## config.mk

```make
export PLATFORM = sky130hd
export DESIGN_NAME = keypad_switch_display_scan
export DESIGN_NICKNAME = d
export VERILOG_FILES = /design/src/hw/scan_pkg.sv /design/src/hw/digit_entry_if.sv /design/src/hw/keypad_switch_display_scan.sv /design/src/hw/digit_shifter.sv /design/src/hw/pin_sync.sv
export VERILOG_INCLUDE_DIRS = /design/src /design/src/hw
export SDC_FILE = /design/constraint.sdc
export NUM_CORES = 1
export LEC_CHECK = 0
export ABC_AREA = 1
export BUFFER_PORTS_ARGS = -buffer_cell sky130_fd_sc_hd__buf_4
export CORE_UTILIZATION = 51
export CTS_BUF_LIST = sky130_fd_sc_hd__clkbuf_16
export CTS_CLUSTER_SIZE = 12
export DETAILED_ROUTE_END_ITERATION = 8
export GPL_TIMING_DRIVEN = 0
export PLACE_DENSITY_LB_ADDON = 0.1
export RECOVER_POWER = 100
export SLEW_MARGIN = 30
export SYNTH_ARGS = -nofsm -noshare
export SYNTH_HDL_FRONTEND = slang
export SYNTH_HIERARCHICAL = 1
export SYNTH_SLANG_ARGS = --single-unit
```

## constraint.sdc

```tcl
create_clock -name sys_clk -period 2.15 [get_ports sys_clk]
set_input_delay 0.43 -clock sys_clk [delete_from_list [all_inputs] [get_ports sys_clk]]
set_output_delay 0.43 -clock sys_clk [all_outputs]
set_load 0.005 [all_outputs]
```

## src/hw/scan_params.svh

```systemverilog
`ifndef SCAN_PARAMS_SVH
`define SCAN_PARAMS_SVH
// Notes on behaviour
// Ten-key reader takes up to 8 BCD digits, keys 0-9 on input bits 0-9.
// While one key is held, every other key is ignored until release.
// A ninth digit shifts out the oldest digit; at most eight digits remain.
// Ten-key value sits in two words; held-key information in a separate word.
// Hex reader scans 16 keys: 4 return inputs, 5 outputs, 8 hex digits.
// Hex reader drives output bit 4 high while any key is pressed.
// Hex reader resolves a key within 3 to 12 scans by driving columns in turn.
// Hex scan busy flag is set while the hex reader executes.
// Configuring party sets the input filter shorter than one scan cycle.
// Switch reader reads 4 or 8 BCD digits with 5 strobes, 4 or 8 inputs; the code drives 4 strobes (bits 0-3) and a gate on bit 4.
// Four-digit switch data arrives on input bits 0 to 3.
// Switch reader pulses output bit 5 after each complete round.
// One switch reading round lasts 16 scan cycles.
// Switch reader busy flag is set while the switch reader executes.
// Digit count is chosen by software before the switch reader first runs.
// Display uses 8 outputs for four digits, 12 for eight digits.
// Four-digit display: data on bits 0-3, latch strobes on bits 4-7.
// Round-complete output on bit 12 (eight digits) or bit 8 (four digits).
// Right four digits from first source word, left four from the next.
// Control 0-7 selects digit count, data polarity and latch polarity.
// Display refreshes all digits in 12 scan cycles, repeating forever.
// Display busy flag is set while the display driver executes.
// Each sequencer steps once per executed scan and restarts on first execution.

// Register offsets (word addresses)
`define REG_CTRL 4'h0
`define REG_STATUS 4'h1
`define REG_TK_LO 4'h2
`define REG_TK_HI 4'h3
`define REG_TK_KEYS 4'h4
`define REG_HEX_LO 4'h5
`define REG_HEX_HI 4'h6
`define REG_DSW_LO 4'h7
`define REG_DSW_HI 4'h8
`define REG_SEG_LO 4'h9
`define REG_SEG_HI 4'ha

// Control word fields
`define CTRL_RUN_LSB 0
`define CTRL_RUN_MSB 3
`define CTRL_DSW_EIGHT 4
`define CTRL_SEG_LATCH_INV 8
`define CTRL_SEG_DATA_INV 9
`define CTRL_SEG_EIGHT 10
`define CTRL_RESET 16'h0000

// Function index within run, exec and first vectors
`define FN_TK 0
`define FN_HEX 1
`define FN_DSW 2
`define FN_SEG 3

// Status word fields
`define STAT_HEX_BUSY 0
`define STAT_SEG_BUSY 1
`define STAT_DSW_BUSY 2
`define STAT_TK_LOCK 3
`define STAT_HEX_PRESSED 4

// Flag bit addresses seen by the program
`define FLAG_HEX_ADDR 25408
`define FLAG_SEG_ADDR 25409
`define FLAG_DSW_ADDR 25410

// Sequencing counts in scan cycles
`define HEX_MIN_CYCLES 4'h3
`define HEX_MAX_CYCLES 4'hc
`define DSW_ROUND_LAST 4'hf
`define SEG_LAST_DIGIT 2'h3
`define SEG_LAST_PHASE 2'h2
`endif

```

## src/hw/scan_pkg.sv

```systemverilog
package scan_pkg;
  typedef logic [15:0] word_t;
  typedef logic [31:0] dword_t;
  typedef enum logic [2:0] {
    HX_IDLE = 3'b001,
    HX_PROBE = 3'b010,
    HX_HOLD = 3'b100
  } hex_state_t;
endpackage : scan_pkg

```

## src/hw/digit_entry_if.sv

```systemverilog
`timescale 1ns/1ns
interface digit_entry_if;
  logic push;
  logic [3:0] digit;
  logic [31:0] value;
  modport feeder (output push, output digit, input value);
  modport store (input push, input digit, output value);
endinterface : digit_entry_if

```

## src/hw/keypad_switch_display_scan.sv

```systemverilog
// Design decisions made here: the register addresses and the plain strobed port.
`timescale 1ns/1ns
`include "scan_params.svh"

module keypad_switch_display_scan
  import scan_pkg::*;
(
  input wire logic sys_clk, // 50 MHz clock
  input wire logic rst, // Synchronous reset, high
  input wire logic [3:0] reg_addr, // Register word address
  input wire logic [15:0] reg_wdata, // Write data
  input wire logic reg_wr, // Write strobe
  input wire logic reg_rd, // Read strobe
  output logic [15:0] reg_rdata, // Read data, cycle after strobe
  input wire logic scan_tick, // One pulse per program scan
  input wire logic [9:0] tk_pins, // Ten-key inputs, key n on bit n
  input wire logic [3:0] hex_ret_pins, // Hex matrix return lines
  input wire logic [7:0] dsw_pins, // Digit switch data lines
  output logic [4:0] hex_out, // Hex drive lines and pressed bit
  output logic [5:0] dsw_out, // Switch strobes, gate, round done
  output logic [12:0] seg_out, // Display data, latches, round done
  output logic hex_busy, // Hex reader executing
  output logic seg_busy, // Display driver executing
  output logic dsw_busy // Switch reader executing
);

  logic [9:0] tk_keys;
  logic [3:0] hex_ret;
  logic [7:0] dsw_data;
  pin_sync #(.W(10)) u_tk_sync (.sys_clk(sys_clk), .rst(rst), .pin(tk_pins),
    .level(tk_keys));
  pin_sync #(.W(4)) u_hex_sync (.sys_clk(sys_clk), .rst(rst), .pin(hex_ret_pins),
    .level(hex_ret));
  pin_sync #(.W(8)) u_dsw_sync (.sys_clk(sys_clk), .rst(rst), .pin(dsw_pins),
    .level(dsw_data));
  digit_entry_if tk_ent ();
  digit_entry_if hex_ent ();
  digit_shifter u_tk_store (.sys_clk(sys_clk), .rst(rst), .ent(tk_ent.store));
  digit_shifter u_hex_store (.sys_clk(sys_clk), .rst(rst), .ent(hex_ent.store));
  // Register file
  word_t ctrl_ff, nxt_ctrl;
  word_t seg_lo_ff, nxt_seg_lo;
  word_t seg_hi_ff, nxt_seg_hi;
  word_t rdata_ff, nxt_rdata;
  logic [3:0] run, exec, first, act_ff, nxt_act;
  logic tk_lock_ff, nxt_tk_lock, tk_any;
  logic [9:0] tk_held_ff, nxt_tk_held;
  logic [3:0] tk_idx;
  hex_state_t hx_state_ff, nxt_hx_state, hx_cur;
  logic [1:0] hx_col_ff, nxt_hx_col, hx_row;
  logic [4:0] hex_out_ff, nxt_hex_out;
  logic [3:0] hx_cnt_ff, nxt_hx_cnt;
  logic [3:0] dsw_step_ff, nxt_dsw_step, dsw_step;
  logic dsw_eight_ff, nxt_dsw_eight;
  logic [5:0] dsw_out_ff, nxt_dsw_out;
  word_t dsw_lo_ff, nxt_dsw_lo, dsw_hi_ff, nxt_dsw_hi;
  logic [1:0] seg_dig_ff, nxt_seg_dig, seg_ph_ff, nxt_seg_ph, seg_dig, seg_ph;
  logic seg_done_ff, nxt_seg_done;
  logic [12:0] seg_out_ff, nxt_seg_out;
  logic [3:0] seg_strobe, seg_dinv, seg_linv;

  assign run = ctrl_ff[`CTRL_RUN_MSB:`CTRL_RUN_LSB];
  // one step per scan
  assign exec = run & {4{scan_tick}};
  assign first = exec & ~act_ff;
  assign nxt_act = run & (act_ff | exec);

  always_comb begin
    nxt_ctrl = ctrl_ff;
    nxt_seg_lo = seg_lo_ff;
    nxt_seg_hi = seg_hi_ff;
    nxt_rdata = 16'h0;
    if (reg_wr) begin
      case (reg_addr)
        `REG_CTRL: nxt_ctrl = reg_wdata;
        `REG_SEG_LO: nxt_seg_lo = reg_wdata;
        `REG_SEG_HI: nxt_seg_hi = reg_wdata;
        default: nxt_ctrl = ctrl_ff;
      endcase
    end
    if (reg_rd) begin
      case (reg_addr)
        `REG_CTRL: nxt_rdata = ctrl_ff;
        `REG_STATUS: nxt_rdata = {11'h0, hex_out_ff[4], tk_lock_ff, dsw_busy, seg_busy, hex_busy};
        // value and key words
        `REG_TK_LO: nxt_rdata = tk_ent.value[15:0];
        `REG_TK_HI: nxt_rdata = tk_ent.value[31:16];
        `REG_TK_KEYS: nxt_rdata = {6'h0, tk_held_ff};
        `REG_HEX_LO: nxt_rdata = hex_ent.value[15:0];
        `REG_HEX_HI: nxt_rdata = hex_ent.value[31:16];
        `REG_DSW_LO: nxt_rdata = dsw_lo_ff;
        `REG_DSW_HI: nxt_rdata = dsw_hi_ff;
        `REG_SEG_LO: nxt_rdata = seg_lo_ff;
        `REG_SEG_HI: nxt_rdata = seg_hi_ff;
        default: nxt_rdata = 16'h0;
      endcase
    end
  end
  always_ff @(posedge sys_clk) begin
    if (rst) begin
      ctrl_ff <= `CTRL_RESET;
      seg_lo_ff <= 16'h0;
      seg_hi_ff <= 16'h0;
      rdata_ff <= 16'h0;
      act_ff <= 4'h0;
    end else begin
      ctrl_ff <= nxt_ctrl;
      seg_lo_ff <= nxt_seg_lo;
      seg_hi_ff <= nxt_seg_hi;
      rdata_ff <= nxt_rdata;
      act_ff <= nxt_act;
    end
  end
  // Ten-key reader
  always_comb begin
    tk_idx = 4'h0;
    tk_any = 1'b0;
    nxt_tk_lock = tk_lock_ff;
    nxt_tk_held = tk_held_ff;
    tk_ent.push = 1'b0;
    // lowest pressed key
    for (int i = 9; i >= 0; i--) begin
      if (tk_keys[i]) begin
        tk_idx = 4'(i);
        tk_any = 1'b1;
      end
    end
    tk_ent.digit = tk_idx;
    if (exec[`FN_TK]) begin
      // held key locks out
      if (tk_lock_ff && !first[`FN_TK]) begin
        if ((tk_keys & tk_held_ff) == 10'h0) begin
          nxt_tk_lock = 1'b0;
          nxt_tk_held = 10'h0;
        end
      end else if (tk_any) begin
        tk_ent.push = 1'b1;
        nxt_tk_lock = 1'b1;
        nxt_tk_held = 10'h1 << tk_idx;
      end else begin
        nxt_tk_lock = 1'b0;
        nxt_tk_held = 10'h0;
      end
    end
  end
  always_ff @(posedge sys_clk) begin
    if (rst) begin
      tk_lock_ff <= 1'b0;
      tk_held_ff <= 10'h0;
    end else begin
      tk_lock_ff <= nxt_tk_lock;
      tk_held_ff <= nxt_tk_held;
    end
  end
  // Hex matrix reader
  always_comb begin
    hx_cur = first[`FN_HEX] ? HX_IDLE : hx_state_ff;
    nxt_hx_state = hx_state_ff;
    nxt_hx_col = hx_col_ff;
    nxt_hex_out = hex_out_ff;
    nxt_hx_cnt = hx_cnt_ff;
    hx_row = 2'h0;
    for (int i = 3; i >= 0; i--) begin
      if (hex_ret[i]) begin
        hx_row = 2'(i);
      end
    end
    hex_ent.push = 1'b0;
    // key code from column and row
    hex_ent.digit = {hx_col_ff, hx_row};
    if (exec[`FN_HEX]) begin
      unique case (hx_cur)
        HX_IDLE: begin
          nxt_hx_state = HX_IDLE;
          nxt_hex_out = 5'h0f;
          if (hex_ret != 4'h0 && !first[`FN_HEX]) begin
            nxt_hx_state = HX_PROBE;
            nxt_hx_col = 2'h0;
            nxt_hx_cnt = 4'h1;
            nxt_hex_out = 5'h11;
          end
        end
        HX_PROBE: begin
          // columns driven in turn
          nxt_hx_cnt = hx_cnt_ff + 4'h1;
          if (hex_ret != 4'h0) begin
            hex_ent.push = 1'b1;
            nxt_hx_state = HX_HOLD;
            nxt_hex_out = 5'h1f;
          end else if (hx_col_ff == 2'h3) begin
            nxt_hx_state = HX_IDLE;
            nxt_hex_out = 5'h0f;
          end else begin
            nxt_hx_col = hx_col_ff + 2'h1;
            nxt_hex_out = {1'b1, 4'h1 << nxt_hx_col};
          end
        end
        HX_HOLD: begin
          // pressed bit until release
          if (hex_ret == 4'h0) begin
            nxt_hx_state = HX_IDLE;
            nxt_hex_out = 5'h0f;
          end
        end
      endcase
    end
  end
  always_ff @(posedge sys_clk) begin
    if (rst) begin
      hx_state_ff <= HX_IDLE;
      hx_col_ff <= 2'h0;
      hex_out_ff <= 5'h00;
      hx_cnt_ff <= 4'h0;
    end else begin
      hx_state_ff <= nxt_hx_state;
      hx_col_ff <= nxt_hx_col;
      hex_out_ff <= nxt_hex_out;
      hx_cnt_ff <= nxt_hx_cnt;
    end
  end
  // Digit switch reader, four scans per strobe
  always_comb begin
    dsw_step = first[`FN_DSW] ? 4'h0 : dsw_step_ff;
    nxt_dsw_eight = first[`FN_DSW] ? ctrl_ff[`CTRL_DSW_EIGHT] : dsw_eight_ff;
    nxt_dsw_step = dsw_step_ff;
    nxt_dsw_out = dsw_out_ff;
    nxt_dsw_lo = dsw_lo_ff;
    nxt_dsw_hi = dsw_hi_ff;
    if (exec[`FN_DSW]) begin
      // strobe, gate, read, release
      case (dsw_step[1:0])
        2'h0: nxt_dsw_out[4:0] = {1'b0, 4'h1 << dsw_step[3:2]};
        2'h1: nxt_dsw_out[4] = 1'b1;
        2'h2: begin
          // low digits on bits 0-3
          nxt_dsw_lo[{dsw_step[3:2], 2'b00} +: 4] = dsw_data[3:0];
          if (nxt_dsw_eight) begin
            nxt_dsw_hi[{dsw_step[3:2], 2'b00} +: 4] = dsw_data[7:4];
          end
        end
        2'h3: nxt_dsw_out[4:0] = 5'h00;
      endcase
      // round done pulse
      nxt_dsw_out[5] = (dsw_step == `DSW_ROUND_LAST);
      // sixteen-scan round
      nxt_dsw_step = dsw_step + 4'h1;
    end
  end
  always_ff @(posedge sys_clk) begin
    if (rst) begin
      dsw_step_ff <= 4'h0;
      dsw_eight_ff <= 1'b0;
      dsw_out_ff <= 6'h00;
      dsw_lo_ff <= 16'h0;
      dsw_hi_ff <= 16'h0;
    end else begin
      dsw_step_ff <= nxt_dsw_step;
      dsw_eight_ff <= nxt_dsw_eight;
      dsw_out_ff <= nxt_dsw_out;
      dsw_lo_ff <= nxt_dsw_lo;
      dsw_hi_ff <= nxt_dsw_hi;
    end
  end
  // Display driver, three scans per digit
  always_comb begin
    seg_dig = first[`FN_SEG] ? 2'h0 : seg_dig_ff;
    seg_ph = first[`FN_SEG] ? 2'h0 : seg_ph_ff;
    nxt_seg_dig = seg_dig_ff;
    nxt_seg_ph = seg_ph_ff;
    nxt_seg_done = first[`FN_SEG] ? 1'b0 : seg_done_ff;
    nxt_seg_out = seg_out_ff;
    // polarity from control value
    seg_dinv = {4{ctrl_ff[`CTRL_SEG_DATA_INV]}};
    seg_linv = {4{ctrl_ff[`CTRL_SEG_LATCH_INV]}};
    seg_strobe = (seg_ph == 2'h1) ? (4'h1 << seg_dig) : 4'h0;
    if (exec[`FN_SEG]) begin
      if (seg_ph == `SEG_LAST_PHASE && seg_dig == `SEG_LAST_DIGIT) begin
        nxt_seg_done = 1'b1;
      end
      // right digits from first word
      if (ctrl_ff[`CTRL_SEG_EIGHT]) begin
        // twelve outputs, R18 done on bit 12
        nxt_seg_out = {nxt_seg_done, seg_strobe ^ seg_linv,
                       seg_hi_ff[{seg_dig, 2'b00} +: 4] ^ seg_dinv,
                       seg_lo_ff[{seg_dig, 2'b00} +: 4] ^ seg_dinv};
      end else begin
        // data 0-3, latches 4-7, done on bit 8
        nxt_seg_out = {4'h0, nxt_seg_done, seg_strobe ^ seg_linv,
                       seg_lo_ff[{seg_dig, 2'b00} +: 4] ^ seg_dinv};
      end
      // twelve-scan round repeats
      if (seg_ph == `SEG_LAST_PHASE) begin
        nxt_seg_ph = 2'h0;
        nxt_seg_dig = seg_dig + 2'h1;
      end else begin
        nxt_seg_ph = seg_ph + 2'h1;
        nxt_seg_dig = seg_dig;
      end
    end
  end
  always_ff @(posedge sys_clk) begin
    if (rst) begin
      seg_dig_ff <= 2'h0;
      seg_ph_ff <= 2'h0;
      seg_done_ff <= 1'b0;
      seg_out_ff <= 13'h0000;
    end else begin
      seg_dig_ff <= nxt_seg_dig;
      seg_ph_ff <= nxt_seg_ph;
      seg_done_ff <= nxt_seg_done;
      seg_out_ff <= nxt_seg_out;
    end
  end
  assign reg_rdata = rdata_ff;
  assign hex_out = hex_out_ff;
  assign dsw_out = dsw_out_ff;
  assign seg_out = seg_out_ff;
  // hex busy flag
  assign hex_busy = run[`FN_HEX];
  // display busy flag
  assign seg_busy = run[`FN_SEG];
  // switch busy flag
  assign dsw_busy = run[`FN_DSW];
endmodule : keypad_switch_display_scan

```

## src/hw/digit_shifter.sv

```systemverilog
`timescale 1ns/1ns
module digit_shifter
  import scan_pkg::*;
(
  input wire logic sys_clk, // Clock
  input wire logic rst, // Synchronous reset
  digit_entry_if.store ent // Digit stream in, eight-digit value out
);
  dword_t value_ff;
  dword_t nxt_value;

  always_comb begin
    nxt_value = value_ff;
    // oldest digit drops
    if (ent.push) begin
      nxt_value = {value_ff[27:0], ent.digit};
    end
  end

  always_ff @(posedge sys_clk) begin
    if (rst) begin
      value_ff <= 32'h0;
    end else begin
      value_ff <= nxt_value;
    end
  end

  assign ent.value = value_ff;
endmodule : digit_shifter

```

## src/hw/pin_sync.sv

```systemverilog
`timescale 1ns/1ns
module pin_sync #(
  parameter int W = 4
) (
  input wire logic sys_clk, // Clock
  input wire logic rst, // Synchronous reset
  input wire logic [W-1:0] pin, // Raw pin levels
  output logic [W-1:0] level // Accepted levels
);
  logic [W-1:0] s1_ff;
  logic [W-1:0] s2_ff;
  logic [W-1:0] s3_ff;
  logic [W-1:0] level_ff;
  logic [W-1:0] nxt_level;

  // A bit changes only when stages two and three agree
  always_comb begin
    nxt_level = (~(s2_ff ^ s3_ff) & s3_ff) | ((s2_ff ^ s3_ff) & level_ff);
  end

  always_ff @(posedge sys_clk) begin
    if (rst) begin
      s1_ff <= '0;
      s2_ff <= '0;
      s3_ff <= '0;
      level_ff <= '0;
    end else begin
      s1_ff <= pin;
      s2_ff <= s1_ff;
      s3_ff <= s2_ff;
      level_ff <= nxt_level;
    end
  end

  assign level = level_ff;
endmodule : pin_sync

```

Word level (Yosys, flattened, before mapping)
Index checks and enable logic that the tools add are counted.
{"block": "word_totals", "register_bits": 302, "wordCells": 193}
{"block": "classes", "add_sub_neg": 5, "eq_ne": 27, "shift": 9, "mux": 66, "bitwise": 25, "n_reduce_logical": 26}
{"op": "$pmux 16 s11", "n": 1}
{"op": "$mux 4", "n": 12}
{"op": "$bwmux 16", "n": 2}
{"op": "$shiftx 16x5->4", "n": 2}
{"op": "$shiftx 4x6->16", "n": 2}
{"op": "$and 10x10->10", "n": 3}
{"op": "$mux 10", "n": 3}
{"op": "$mux 2", "n": 12}
{"op": "$mux 1", "n": 22}
{"op": "$and 4x4->4", "n": 5}
{"op": "$mux 5", "n": 4}
{"op": "$and 8x8->8", "n": 2}
{"op": "$eq 4x3->1 const B", "n": 4}
{"op": "$eq 4x4->1 const B", "n": 4}
{"op": "$reduce_and 2->1", "n": 8}
{"op": "$shift 4x6->16 const A", "n": 1}
{"op": "$xor 4x4->4", "n": 4}
{"op": "$pmux 5 s3", "n": 1}
{"op": "$mux 13", "n": 1}
{"op": "$mux 3", "n": 4}
{"op": "$shl 1x2->4 const A", "n": 3}
{"op": "$eq 2x2->1 const B", "n": 5}
{"op": "$logic_not 10->1", "n": 1}
{"op": "$not 10->10", "n": 1}
{"op": "other kinds (34)", "n": 51}

Depth between registers and ports, before layout
{"block": "depth", "word_depth": 13, "mapped_depth": 15}

Modules after synthesis
The synthesis kept the hierarchy.
{"mod": "keypad_switch_display_scan", "n_inst": 1, "cells_per_inst": 1118, "area_each_um2": 7741.2, "seq_area_each_um2": 3002.9}
{"mod": "digit_shifter", "n_inst": 2, "cells_per_inst": 203, "area_each_um2": 1338.8, "seq_area_each_um2": 640.6}
{"mod": "pin_sync at u_tk_sync", "n_inst": 1, "cells_per_inst": 134, "area_each_um2": 1189.9, "seq_area_each_um2": 800.8}
{"mod": "pin_sync at u_dsw_sync", "n_inst": 1, "cells_per_inst": 108, "area_each_um2": 970.9, "seq_area_each_um2": 640.6}
{"mod": "pin_sync at u_hex_sync", "n_inst": 1, "cells_per_inst": 54, "area_each_um2": 480.5, "seq_area_each_um2": 320.3}

Worst setup path before layout
Ideal clock, no wire load.
{"block": "synth_path", "kind": "input -> register", "start": "in scan_tick", "end": "reg dsw_hi_ff[0]", "setup_time_ps": 70, "arrival_time_ps": 2236, "required_ps": 2080, "setup_slack_ps": -157, "cell_stages": 12, "path_buffers": 2, "cell_sequence": "buf_6 > nand2_8 > nor2_8 > nor2_4 > clkinv_1 > ha_1 > clkbuf_2 > nor3_4 > nand2_1 > nor2_1 > nand2_1 > a21oi_1"}
{"block": "synth_between", "elab_chain_cells": 6, "elab_cells_between_ends": 10}
{"item": "start, declared", "line": "keypad_switch_display_scan.sv:15", "rtl": "input wire logic scan_tick,"}
{"item": "$and 4x4->4 *", "line": "keypad_switch_display_scan.sv:64", "rtl": "assign exec = run & {4{scan_tick}};"}
{"item": "$and 4x4->4", "line": "keypad_switch_display_scan.sv:65", "rtl": "assign first = exec & ~act_ff;"}
{"item": "$mux 4", "line": "keypad_switch_display_scan.sv:223", "rtl": "dsw_step = first[`FN_DSW] ? 4'h0 : dsw_step_ff;"}
{"item": "$neg 4->6", "line": "keypad_switch_display_scan.sv:238", "rtl": "nxt_dsw_hi[{dsw_step[3:2], 2'b00} +: 4] = dsw_data[7:4];"}
{"item": "$shiftx 4x6->16 / $shift 4x6->16 (equally long branches)", "line": "keypad_switch_display_scan.sv:238"}
{"item": "$bwmux 16", "line": "keypad_switch_display_scan.sv:238"}
{"item": "end signal, assigned", "line": "keypad_switch_display_scan.sv:261", "rtl": "dsw_hi_ff <= nxt_dsw_hi;"}
{"item": "end, declared", "line": "keypad_switch_display_scan.sv:56", "rtl": "word_t dsw_lo_ff, nxt_dsw_lo, dsw_hi_ff, nxt_dsw_hi;"}
Mark *: on every way between the ends. The rest lies on a longest branch, timed or not.
A chain may end at the register's enable or synchronous reset.

Final worst setup path
{"block": "layout_path", "start": "reg ctrl_ff[1]", "end": "reg u_hex_store.value_ff[20], in the netlist u_hex_store/ent.value[20]"}
{"block": "layout_between", "elab_chain_cells": 6}
{"item": "start, declared", "line": "keypad_switch_display_scan.sv:41", "rtl": "word_t ctrl_ff, nxt_ctrl;"}
{"item": "start signal, assigned", "line": "keypad_switch_display_scan.sv:101", "rtl": "ctrl_ff <= `CTRL_RESET;"}
{"item": "start signal, assigned", "line": "keypad_switch_display_scan.sv:107", "rtl": "ctrl_ff <= nxt_ctrl;"}
{"item": "$and 4x4->4 *", "line": "keypad_switch_display_scan.sv:64"}
{"item": "$and 4x4->4", "line": "keypad_switch_display_scan.sv:65"}
{"item": "$mux 3", "line": "keypad_switch_display_scan.sv:157", "rtl": "hx_cur = first[`FN_HEX] ? HX_IDLE : hx_state_ff;"}
{"item": "$eq 3x2->1", "line": "keypad_switch_display_scan.sv:172", "rtl": "unique case (hx_cur)"}
{"item": "$mux 1", "line": "keypad_switch_display_scan.sv:172"}
{"item": "$mux 1 *", "line": "keypad_switch_display_scan.sv:171", "rtl": "if (exec[`FN_HEX]) begin"}
{"item": "named net hex_ent.push", "line": "digit_entry_if.sv:3", "rtl": "logic push;"}
{"item": "end signal, assigned", "line": "digit_shifter.sv:24", "rtl": "value_ff <= nxt_value;"}
{"item": "end, declared", "line": "digit_shifter.sv:9", "rtl": "dword_t value_ff;"}
The timed path passes the listed nets; every way through them passes the cells marked *.

==> flow_summary.yaml <==
timing:
  slew_violations: 0
  fin_skew_ns: 0.0207
  setup_viol: 0
  worst_slew_pin_slew_ns: 0.875
  max_slew_margin: 0.417
  final.setup.tns_ns: 0
  hold_slack_ns: 0.103
  min_period_over_period: 0.949
  fin_ws_ns: 0.111
  hold_viol_final: 0
  fmax_mhz: 490
  min_period_ns: 2.04
  rsz0062_at_grt: "false"
floorplan:
  num_rows: 58
  core_area_um2: 25200
  initial_core_util: 0.519
  ios: 90
  die_w_um: 162
  die_h_um: 162
  dieArea_um2: 26300
synth:
  synthMuxAreaShare: 0
  synth_seq_cells: 302
  synth_top_family_by_area: "simple AND/OR/NAND/NOR gates"
  yosysTopAreaCell: "dfxtp_1"
  syn_area_um2: 13100
  syn_inst: 1820
  synth_fp_nets: 1884
  synth.distinct_cells: 45
  synth_top_area_frac: 0.463
  synth_fa_ha_area_frac: 0.0163
  ys_warn_count: 6
  avgSynthCellArea_um2: 7.18
  synth.yosys.seq_area_share: 0.463
  synth-compound-area-share: 0.139
  ys_top_cells_by_area: "dfxtp_1, nand2_1, nor2_1"
  synth-xor-area-share: 0
  yosys.area_share.simple: 0.265
finish:
  fin_cells: 2298
  nets: 2011
  area_delta_synth_final_pct: 15.3
  final_cell_mix: "nand2_1, dfxtp_1, nor2_1"
  drive_gt1_frac: 0.108
  antenna_cells: 0
  final_common_cell: "nand2_1"
global_route:
  track_usage: 0.280
  antenna_found_initial: 0
  grt_pass1_wl_um: 57100
  grt_max_degree: 13
  first_global_vias: 10593
  grt.overflow.total: 0
critical_path:
  worstPathMaxFanout: 10
  reg2reg_depth: 11
  ff2ff_setup_slack_ns: 0.11
  crit_required_ns: 2.55
  crit_type: "flip-flop to flip-flop"
  start_kind: "flip-flop"
  cp_slowest_cell: "dfxtp_1"
  cpPeakStageDelay_ns: 0.48
  cp-startpoint: "ctrl_ff[1]"
  worstPathCellList: "nand2_1, nor2_1, inv_1, nand3_1, nor2_1, nand2_1, inv_1, clkbuf_2, clkbuf_2, nor2_1, nor2_1"
  r2r-start: "ctrl_ff[1]"
  crit_path_end_kind: "flip-flop"
  crit_path_frequent_cell: "nor2_1"
  worstPathArrival_ns: 2.44
power_and_ir_drop:
  p_sw_frac: 0.230
  power.switching_w: 0.00266
  comb_power_share: 0.043
  leakage_nw: 6.26
  p_clk_frac: 0.463
  p_int_w: 0.00890
  p_per_area_nw_per_um2: 767
  p_seq_frac: 0.494
  ir_worst_vdd_mv: 0.727
clock_tree:
  htree_levels: 2
  clk_latency_ns: 0.52
  clk_pin_slew_ns: 0.06
  cts_sinks: 302
  cts_buffers: 34
  cts_tree: "yes"
  ctsRootBufferMaster: "clkbuf_16"
  clk_path_buf_depth: 3
place:
  preCtsSetupSlack_ns: -0.369
  place_congestion: 0.997
  dp_cells: 2238
  portBuffers: 88
  post-dp-hpwl_um: 27800
routing:
  dr.first_iter.drc_count: 1039
  via_count: 11891
  routedWlPerCell_um: 16.0
  drtAntennaViolNets: 0
  wl_um: 36800
  drtPass1Iterations: 6
  drt_drc_violations_left: 0
  via_per_inst: 5.17
worst_hold_path:
  min_path_cells: 3
  min_from: "dsw_pins[0]"
  hold_class: "input port to flip-flop"
job:
  max_cap_viol_count: 0
run_status:
  status: "finished clean"
registers in the layout (all words and copies together), names as in the netlist, 16 cells and up, named ones only:
name                   cells
u_hex_store/ent.value     32
ctrl_ff                   16
reg_rdata                 16
seg_hi_ff                 16
seg_lo_ff                 16
dsw_hi_ff                 16
u_tk_store/ent.value      32
dsw_lo_ff                 16
worst max-delay path, delay by kind of cell (launching register included):
family | cells | cell delay [ns]
and+or+nand+nor | 7 | 0.78
buffers and inverters | 4 | 0.66
DFF | 1 | 0.48
synthesized netlist by cell type, drive strengths merged:
| cell type | n |
|---|---|
| clkbuf | 26 |
| a211oi | 8 |
| a221oi | 9 |
| o31a | 1 |
| a22o | 8 |
| o2111ai | 5 |
| o211a | 1 |
| nor3 | 13 |
| o22ai | 7 |
| dfxtp | 302 |
| ha | 17 |
| o221ai | 1 |
| nand3b | 2 |
| nand4 | 15 |
| buf | 46 |
| o21ai | 114 |
| or2 | 2 |
| a31oi | 1 |
| o31ai | 2 |
| nand2 | 384 |
| nand3 | 99 |
| o211ai | 8 |
| inv | 276 |
| nor2 | 306 |
| a21oi | 165 |
| clkinv | 2 |
per-stage QoR:
step	power, W	util	instance area (um2)
3_5_place_dp	0.00634	0.561	14100
4_1_cts	0.0116	0.602	15200
5_1_grt	0.0119	0.598	15100
2_1_floorplan	0.00612	-	13100
3_3_place_gp	0.00633	0.561	14100
6_report	0.0116	0.598	15100
worst paths after layout:
path                                     to
hold reg to reg         u_dsw_sync/s2_ff[7]
setup / recovery  u_hex_store/ent.value[20]
hold / removal          u_dsw_sync/s1_ff[0]
setup reg to reg  u_hex_store/ent.value[20]
power by group through the flow:
stage | logic [W] | registers, W | clock network (W)
2_1_floorplan | 0.000298 | 0.00582 | 0
3_3_place_gp | 0.000498 | 0.00583 | 0
3_5_place_dp | 0.000504 | 0.00583 | 0
4_1_cts | 0.000506 | 0.00571 | 0.00543
5_1_grt | 0.000544 | 0.00571 | 0.00566
6_report | 0.000496 | 0.00571 | 0.00535
cell type report:
type / count / area, um2
plain buffers: 72 / 389
multi-input cells: 1168 / 5460
fillers: 2460 / 10100
repair buffers: 91 / 676
well taps: 330 / 413
inverters: 278 / 1060
clock buffers: 35 / 876
clock inverters: 22 / 139
flip-flops and latches: 302 / 6050
routing by layer:
metal / routed length [um] / GRT usage / up-vias
li1: - / - / 5986
met1: 16900 / 0.400 / 5352
met2: 15600 / 0.425 / 469
met3: 3140 / 0.0429 / 84
met4: 1180 / 0.105 / 0
met5: 0 / 0 / -
cells by family (layout without fill, tap and decap cells):
logic type	Yosys count	count (layout)
simple gates	821	821
compound gates	330	330
flops	302	302
buf+inv	350	498
fa+ha+maj	17	17
timing repair:
item                                   CTS  global route
endpoints found under the hold margin    0             0
hold buffers                             0             0
setup buffers                            2             1
gates resized for setup                  4             2
setup endpoints to repair               25            11
pin swaps                                1             1
Note: power is estimated with default switching activity, not from simulation.
